===== src/inc/serial_flags_pkg.sv =====
package serial_flags_pkg;

  // ****************************************
  // register map (word byte addresses)
  // ****************************************
  localparam logic [3:0] STATUS_OFS = 4'h0;
  localparam logic [3:0] DATA_OFS   = 4'h4;
  localparam logic [3:0] CTRL_OFS   = 4'h8;

  // ****************************************
  // status bit positions
  // ****************************************
  localparam int TXE_BIT  = 7;
  localparam int TXD_BIT  = 6;
  localparam int RXR_BIT  = 5;
  localparam int IDL_BIT  = 4;
  localparam int OVR_BIT  = 3;
  localparam int NSE_BIT  = 2;
  localparam int FRM_BIT  = 1;
  localparam int PAR_BIT  = 0;

  // ****************************************
  // control bit positions
  // ****************************************
  localparam int CTL_TX_EMPTY_IE = 7;
  localparam int CTL_TX_DONE_IE  = 6;
  localparam int CTL_RX_IE       = 5;
  localparam int CTL_QUIET_IE    = 4;
  localparam int CTL_PAR_EN      = 2;
  localparam int CTL_PAR_SEL     = 1;
  localparam int CTL_PAR_IE      = 0;

  // ****************************************
  // reset values
  // ****************************************
  localparam logic [7:0] STATUS_RST = 8'hc0;
  localparam logic [7:0] CTRL_RST   = 8'h00;

  // ****************************************
  // engine side carriers
  // ****************************************
  typedef struct packed {
    logic       load_ready;
    logic       frame_done;
    logic       frame_was_data;
  } tx_evt_t;

  typedef struct packed {
    logic       word_done;
    logic [7:0] word;
    logic       parity_bit;
    logic       noise;
    logic       framing;
    logic       idle_line;
  } rx_evt_t;

  typedef enum logic [1:0] {
    SEQ_IDLE = 2'b00,
    SEQ_ARMED = 2'b01
  } clr_seq_t;

endpackage


===== src/rtl/async_serial_status_flags.sv =====
`timescale 1ns/1ps
`default_nettype none
module async_serial_status_flags
  import serial_flags_pkg::*;
(
  input  wire logic       ref_clk_in,
  input  wire logic       srst_in,
  input  wire logic [3:0] avs_address_in,
  input  wire logic       avs_read_in,
  input  wire logic       avs_write_in,
  input  wire logic [31:0] avs_writedata_in,
  output logic [31:0]     avs_readdata_out,
  output logic            avs_waitrequest_out,
  input  wire tx_evt_t    tx_evt_in,
  input  wire rx_evt_t    rx_evt_in,
  output logic            tx_load_out,
  output logic [7:0]      tx_word_out,
  output logic            irq_out
);

  // ****************************************
  // state
  // ****************************************
  logic [7:0]  status;
  logic [7:0]  ctrl;
  logic [7:0]  tx_holding_reg;
  logic [7:0]  rx_holding_reg;
  logic [7:0]  serial_data_port;
  logic        rx_pending;
  logic        quiet_armed;
  logic        ack;
  clr_seq_t    seq;
  logic [7:0]  tx_word;
  logic [7:0]  seen;

  // ****************************************
  // bus decode
  // ****************************************
  wire logic req       = avs_read_in | avs_write_in;
  wire logic take      = req & ack;
  wire logic hit_stat  = avs_address_in == STATUS_OFS;
  wire logic hit_data  = avs_address_in == DATA_OFS;
  wire logic hit_ctrl  = avs_address_in == CTRL_OFS;
  wire logic stat_acc  = take & hit_stat;
  wire logic data_wr   = take & avs_write_in & hit_data;
  wire logic data_rd   = take & avs_read_in & hit_data;
  wire logic armed     = seq == SEQ_ARMED;
  wire logic clr_tx    = armed & data_wr;
  wire logic clr_rx    = armed & data_rd;
  wire logic clr_par   = armed & (data_rd | data_wr);

  assign avs_waitrequest_out = req & ~ack;

  // ****************************************
  // transmit path
  // ****************************************
  wire logic tx_full   = ~status[TXE_BIT];
  wire logic tx_move   = tx_evt_in.load_ready & tx_full;
  wire logic tx_fin    = tx_evt_in.frame_done & tx_evt_in.frame_was_data;

  assign tx_load_out = tx_move;
  assign tx_word_out = tx_word;

  // ****************************************
  // receive path
  // ****************************************
  function automatic logic parity_bad(input logic [7:0] w, input logic p,
                                      input logic odd);
    parity_bad = (^{w, p}) != odd;
  endfunction

  wire logic rx_in     = rx_evt_in.word_done;
  wire logic rx_full   = status[RXR_BIT] & ~(clr_rx & seen[RXR_BIT]);
  wire logic rx_ovr    = rx_in & rx_full;
  wire logic rx_new    = rx_in & ~rx_full;
  wire logic rx_move   = rx_pending & ~rx_full;
  wire logic par_fail  = rx_new & ctrl[CTL_PAR_EN] &
                         parity_bad(rx_evt_in.word, rx_evt_in.parity_bit,
                                    ctrl[CTL_PAR_SEL]);
  wire logic quiet_set = rx_evt_in.idle_line & quiet_armed;

  // ****************************************
  // next status
  // ****************************************
  logic [7:0] next_status;
  always_comb begin
    next_status = status;
    // only flags seen at the status access are cleared
    if (clr_tx) begin
      next_status[TXE_BIT] = status[TXE_BIT] & ~seen[TXE_BIT];
      next_status[TXD_BIT] = status[TXD_BIT] & ~seen[TXD_BIT];
    end
    if (clr_rx) begin
      next_status[RXR_BIT] = status[RXR_BIT] & ~seen[RXR_BIT];
      next_status[IDL_BIT] = status[IDL_BIT] & ~seen[IDL_BIT];
      next_status[OVR_BIT] = status[OVR_BIT] & ~seen[OVR_BIT];
      next_status[NSE_BIT] = status[NSE_BIT] & ~seen[NSE_BIT];
      next_status[FRM_BIT] = status[FRM_BIT] & ~seen[FRM_BIT];
    end
    if (clr_par) begin
      next_status[PAR_BIT] = status[PAR_BIT] & ~seen[PAR_BIT];
    end
    // sets win over clears
    if (tx_move) begin
      next_status[TXE_BIT] = 1'b1;
    end
    if (tx_fin) begin
      next_status[TXD_BIT] = 1'b1;
    end
    if (rx_move) begin
      next_status[RXR_BIT] = 1'b1;
    end
    if (quiet_set) begin
      next_status[IDL_BIT] = 1'b1;
    end
    if (rx_ovr) begin
      next_status[OVR_BIT] = 1'b1;
    end
    if (rx_new & rx_evt_in.noise) begin
      next_status[NSE_BIT] = 1'b1;
    end
    if (rx_new & rx_evt_in.framing) begin
      next_status[FRM_BIT] = 1'b1;
    end
    if (par_fail) begin
      next_status[PAR_BIT] = 1'b1;
    end
  end

  // ****************************************
  // clear sequence tracker
  // ****************************************
  clr_seq_t next_seq;
  always_comb begin
    case (seq)
      SEQ_IDLE:  next_seq = stat_acc ? SEQ_ARMED : SEQ_IDLE;
      SEQ_ARMED: next_seq = stat_acc ? SEQ_ARMED :
                            (take & hit_data) ? SEQ_IDLE : SEQ_ARMED;
      default:   next_seq = SEQ_IDLE;
    endcase
  end

  // ****************************************
  // read mux
  // ****************************************
  wire logic [7:0] rd_byte = hit_stat ? status :
                             hit_data ? serial_data_port :
                             hit_ctrl ? ctrl : 8'h00;

  // ****************************************
  // registers
  // ****************************************
  always_ff @(posedge ref_clk_in) begin
    if (srst_in) begin
      status <= STATUS_RST;
      seq <= SEQ_IDLE;
      ack <= 1'b0;
    end else begin
      status <= next_status;
      seq <= next_seq;
      ack <= req & ~ack;
    end
  end

  always_ff @(posedge ref_clk_in) begin
    if (srst_in) begin
      ctrl <= CTRL_RST;
      tx_holding_reg <= 8'h00;
      tx_word <= 8'h00;
    end else begin
      if (take & avs_write_in & hit_ctrl) begin
        ctrl <= avs_writedata_in[7:0];
      end
      if (data_wr) begin
        tx_holding_reg <= avs_writedata_in[7:0];
      end
      if (tx_move) begin
        tx_word <= tx_holding_reg;
      end
    end
  end

  always_ff @(posedge ref_clk_in) begin
    if (srst_in) begin
      rx_holding_reg <= 8'h00;
      serial_data_port <= 8'h00;
      rx_pending <= 1'b0;
    end else begin
      if (rx_new) begin
        rx_holding_reg <= rx_evt_in.word;
      end
      if (rx_move) begin
        serial_data_port <= rx_holding_reg;
      end
      rx_pending <= rx_new | (rx_pending & ~rx_move);
    end
  end

  always_ff @(posedge ref_clk_in) begin
    if (srst_in) begin
      quiet_armed <= 1'b1;
    end else if (quiet_set) begin
      quiet_armed <= 1'b0;
    end else if (rx_move) begin
      quiet_armed <= 1'b1;
    end
  end

  // status bits seen by the last status access
  always_ff @(posedge ref_clk_in) begin
    if (srst_in) begin
      seen <= 8'h00;
    end else if (stat_acc) begin
      seen <= status;
    end
  end

  always_ff @(posedge ref_clk_in) begin
    if (srst_in) begin
      avs_readdata_out <= 32'h0000_0000;
    end else if (req & ~ack & avs_read_in) begin
      avs_readdata_out <= {24'h00_0000, rd_byte};
    end
  end

  // ****************************************
  // interrupt
  // ****************************************
  wire logic irq_txe   = next_status[TXE_BIT] &
                         ctrl[CTL_TX_EMPTY_IE];
  wire logic irq_txd   = next_status[TXD_BIT] &
                         ctrl[CTL_TX_DONE_IE];
  wire logic irq_rx    = (next_status[RXR_BIT] | next_status[OVR_BIT]) &
                         ctrl[CTL_RX_IE];
  wire logic irq_quiet = next_status[IDL_BIT] &
                         ctrl[CTL_QUIET_IE];
  wire logic irq_par   = next_status[PAR_BIT] &
                         ctrl[CTL_PAR_IE];

  always_ff @(posedge ref_clk_in) begin
    if (srst_in) begin
      irq_out <= 1'b0;
    end else begin
      irq_out <= irq_txe | irq_txd | irq_rx | irq_quiet | irq_par;
    end
  end
endmodule
`default_nettype wire


===== config.mk =====
export PLATFORM = sky130hd
export DESIGN_NAME = async_serial_status_flags
export DESIGN_NICKNAME = d
export VERILOG_FILES = /design/src/inc/serial_flags_pkg.sv /design/src/rtl/async_serial_status_flags.sv
export SDC_FILE = /design/constraint.sdc
export NUM_CORES = 1
export LEC_CHECK = 0
export ABC_AREA = 0
export BUFFER_PORTS_ARGS = -buffer_cell sky130_fd_sc_hd__buf_2
export CORE_MARGIN = 8
export CORE_UTILIZATION = 45
export DETAILED_ROUTE_END_ITERATION = 6
export GPL_TIMING_DRIVEN = 0
export PLACE_DENSITY = 0.72
export SKIP_CTS_REPAIR_TIMING = 1
export SKIP_LAST_GASP = 1
export SLEW_MARGIN = 25
export SYNTH_ARGS = -nofsm -noshare
export SYNTH_HDL_FRONTEND = slang
export SYNTH_SLANG_ARGS = --single-unit

===== constraint.sdc =====
create_clock -name ref_clk_in -period 2.52 [get_ports ref_clk_in]
set_input_delay 0.378 -clock ref_clk_in [delete_from_list [all_inputs] [get_ports ref_clk_in]]
set_output_delay 0.378 -clock ref_clk_in [all_outputs]
set_load 0.01 [all_outputs]

==> metrics.yaml <==
floorplanning:
  die_y_um: 97.9
  die_w_um: 97.9
  die-area_um2: 9580
  ioPinCount: 99
  core_area_um2: 6640
  initial_utilization_pct: 45.4
  rows: 30
clocking:
  clk_latency_ns: 0.35
  cts.clk_slew.worst_paths_ns: 0.08
  clk_path_buf_depth: 2
  htree_levels: 3
  ctsRootBufferMaster: "clkbuf_8"
  cts_buffers: 9
  numClockSinks: 69
  cts_tree: "built"
sta:
  fin_hold_ws_ns: 0.273
  relSlewSlack_pct: 55.6
  fmax_mhz: 468
  period_share_pct: 84.9
  grt_setup_unrepaired: "no"
  setup_tns_ns: 0
  tightest_slew_ns: 0.662
  period_needed_ns: 2.14
  maxSlewViolCount: 0
  hold_viol_final: 0
  setup_violations: 0
  clock_skew_ns: 0.00810
synth:
  yosys_most_used_dff: "dfxtp_1"
  synth_seq_cells: 69
  synth_area_per_cell_um2: 8.19
  seq_area_frac_synth_pct: 45.8
  synth_edf_count: 0
  async_flop_share_pct: 0
  synth_cells: 368
  ys_warn_count: 0
  synth_cell_types: 39
  netlist_area_um2: 3020
pwr:
  p_seq_share_pct: 44.4
  powerDensity_nw_per_um2: 685
  p_clk_share_pct: 46.0
  ir_drop_v: 0.000383
  netSwitchingFraction_pct: 22.5
  p_comb_share_pct: 9.5
  total_leakage_power_nw: 1.51
  p_sw_w: 0.000572
  internal_power_w: 0.00197
critical_path:
  worst_setup_path_end_kind: "output pin"
  cp_data_arrival_time_ns: 1.76
  startpoint_type: "flop"
  reg2reg_slack_ns: 0.64
  crit_path_max_fanout: 9
  path_cells: "nand2b_1 > clkbuf_1 > clkinv_1 > buf_2"
  slowest_stage: "dfxtp_1"
  path_delay_family: "buffers and inverters"
  required_ns: 2.14
  critPathMaxStageDelay_ns: 0.43
  path_class: "flop to output pin"
  path_buf_inv: 3
global_routing:
  grt_pass1_vias: 2599
  grt_max_degree: 13
  antenna_found_initial: 0
  grt_usage_pct: 16.2
  grt_pass1_wl_um: 12600
  grt-ovfl-total: 0
cells_and_area:
  nNetsFinal: 507
  num_antenna_cells: 0
  syn2layout_area_growth_pct: 23.0
  final_layout_size_suffix_gt1_share_pct: 22.1
route:
  routedWlPerCell_um: 14.2
  drtIter0Drc: 175
  drc: 0
  first_pass_iters: 5
  routed_via_density: 5.10
  drtAntennaViolNets: 0
  wirelength_um: 7630
  via_count: 2731
place:
  gp_congestion: 0.853
  io_buffers: 49
  hpwlAfterDp_um: 5750
min_path:
  min_path_type: "primary input to flop"
status:
  status: "finished, final reports clean"
flow_run:
  drv_cap: 0
-- cells by family after synthesis --
family	count (synthesis)	synth area share, %
XOR/XNOR	8	2.78
multiplexers	16	5.31
AND/OR/NAND/NOR	156	23.0
other	1	0.124
flip-flops	69	45.8
buffers and inverters	49	9.58
AO/OA/AOI/OAI	69	13.4
-- tightest hold or removal path: stages --
cell     delay (ns)
buf_2          0.10
nand2_1        0.05
a21oi_1        0.05
-- per-layer routing --
layer	global-route usage, %	share of wire [%]
met1	18.9	44
met2	26.4	47
met3	6.61	8.7
met4	5.16	0.68
met5	0	0
-- power groups by stage --
stage | Clock, W | Combinational, W | Sequential (W)
after floorplan | 0 | 0.000164 | 0.00115
after global placement | 0 | 0.000234 | 0.00115
after detailed placement | 0 | 0.000238 | 0.00115
final | 0.00117 | 0.000242 | 0.00113
after CTS | 0.00118 | 0.000239 | 0.00113
after global routing | 0.00124 | 0.000267 | 0.00113
-- final cells by class --
cell class | count | area [um2]
sequential | 69 | 1380
timing repair buffer | 49 | 245
inverter | 4 | 15.0
multi-input combinational | 273 | 1430
buffer | 45 | 274
tap | 80 | 100
clock inverter | 7 | 138
fill | 656 | 2940
clock buffer | 9 | 124
-- through the flow --
stage                     instances  cell area [um2]  power [W]  util [%]  setup WS, ns
final                           536             3710    0.00254      55.8         0.382
after floorplan                 391             3100    0.00131         -         0.816
after global routing            536             3710    0.00264      55.8         0.242
after global placement          520             3450    0.00139      51.9         0.234
after detailed placement        520             3450    0.00139      51.9         0.249
after CTS                       536             3710    0.00255      55.8         0.358
-- path summary, 6_finish.rpt --
path,to,startpoint,cells past startpoint
min reg2reg,tx_word_out[1],tx_word_out[1],2
max,tx_load_out,status[7],4
min,tx_holding_reg[0],avs_writedata_in[0],3
max reg2reg,irq_out,ack,6
-- layout by cell type, fill, tap and decap left out, drive strengths merged, types with 12 or more instances in the layout --
cell	n
nor2	43
nand3	12
nand2	68
mux2i	16
buf	78
clkbuf	25
a21oi	45
conb	24
dfxtp	69
-- Yosys cell counts (2+ instances only) --
cell type / instances / area, um2
a21oi_1: 45 / 225
a22oi_1: 11 / 82.6
a41oi_1: 2 / 17.5
and3_1: 2 / 12.5
buf_2: 3 / 15.0
buf_4: 25 / 188
clkbuf_1: 16 / 60.1
dfxtp_1: 69 / 1380
inv_1: 3 / 11.3
mux2i_1: 16 / 160
nand2_1: 67 / 251
nand2b_1: 11 / 68.8
nand3_1: 12 / 60.1
nand4_1: 3 / 18.8
nor2_1: 42 / 158
nor3_1: 10 / 50.1
o21ai_0: 3 / 15.0
xnor2_1: 7 / 61.3
No activity file was read; power rests on OpenSTA's default activity.
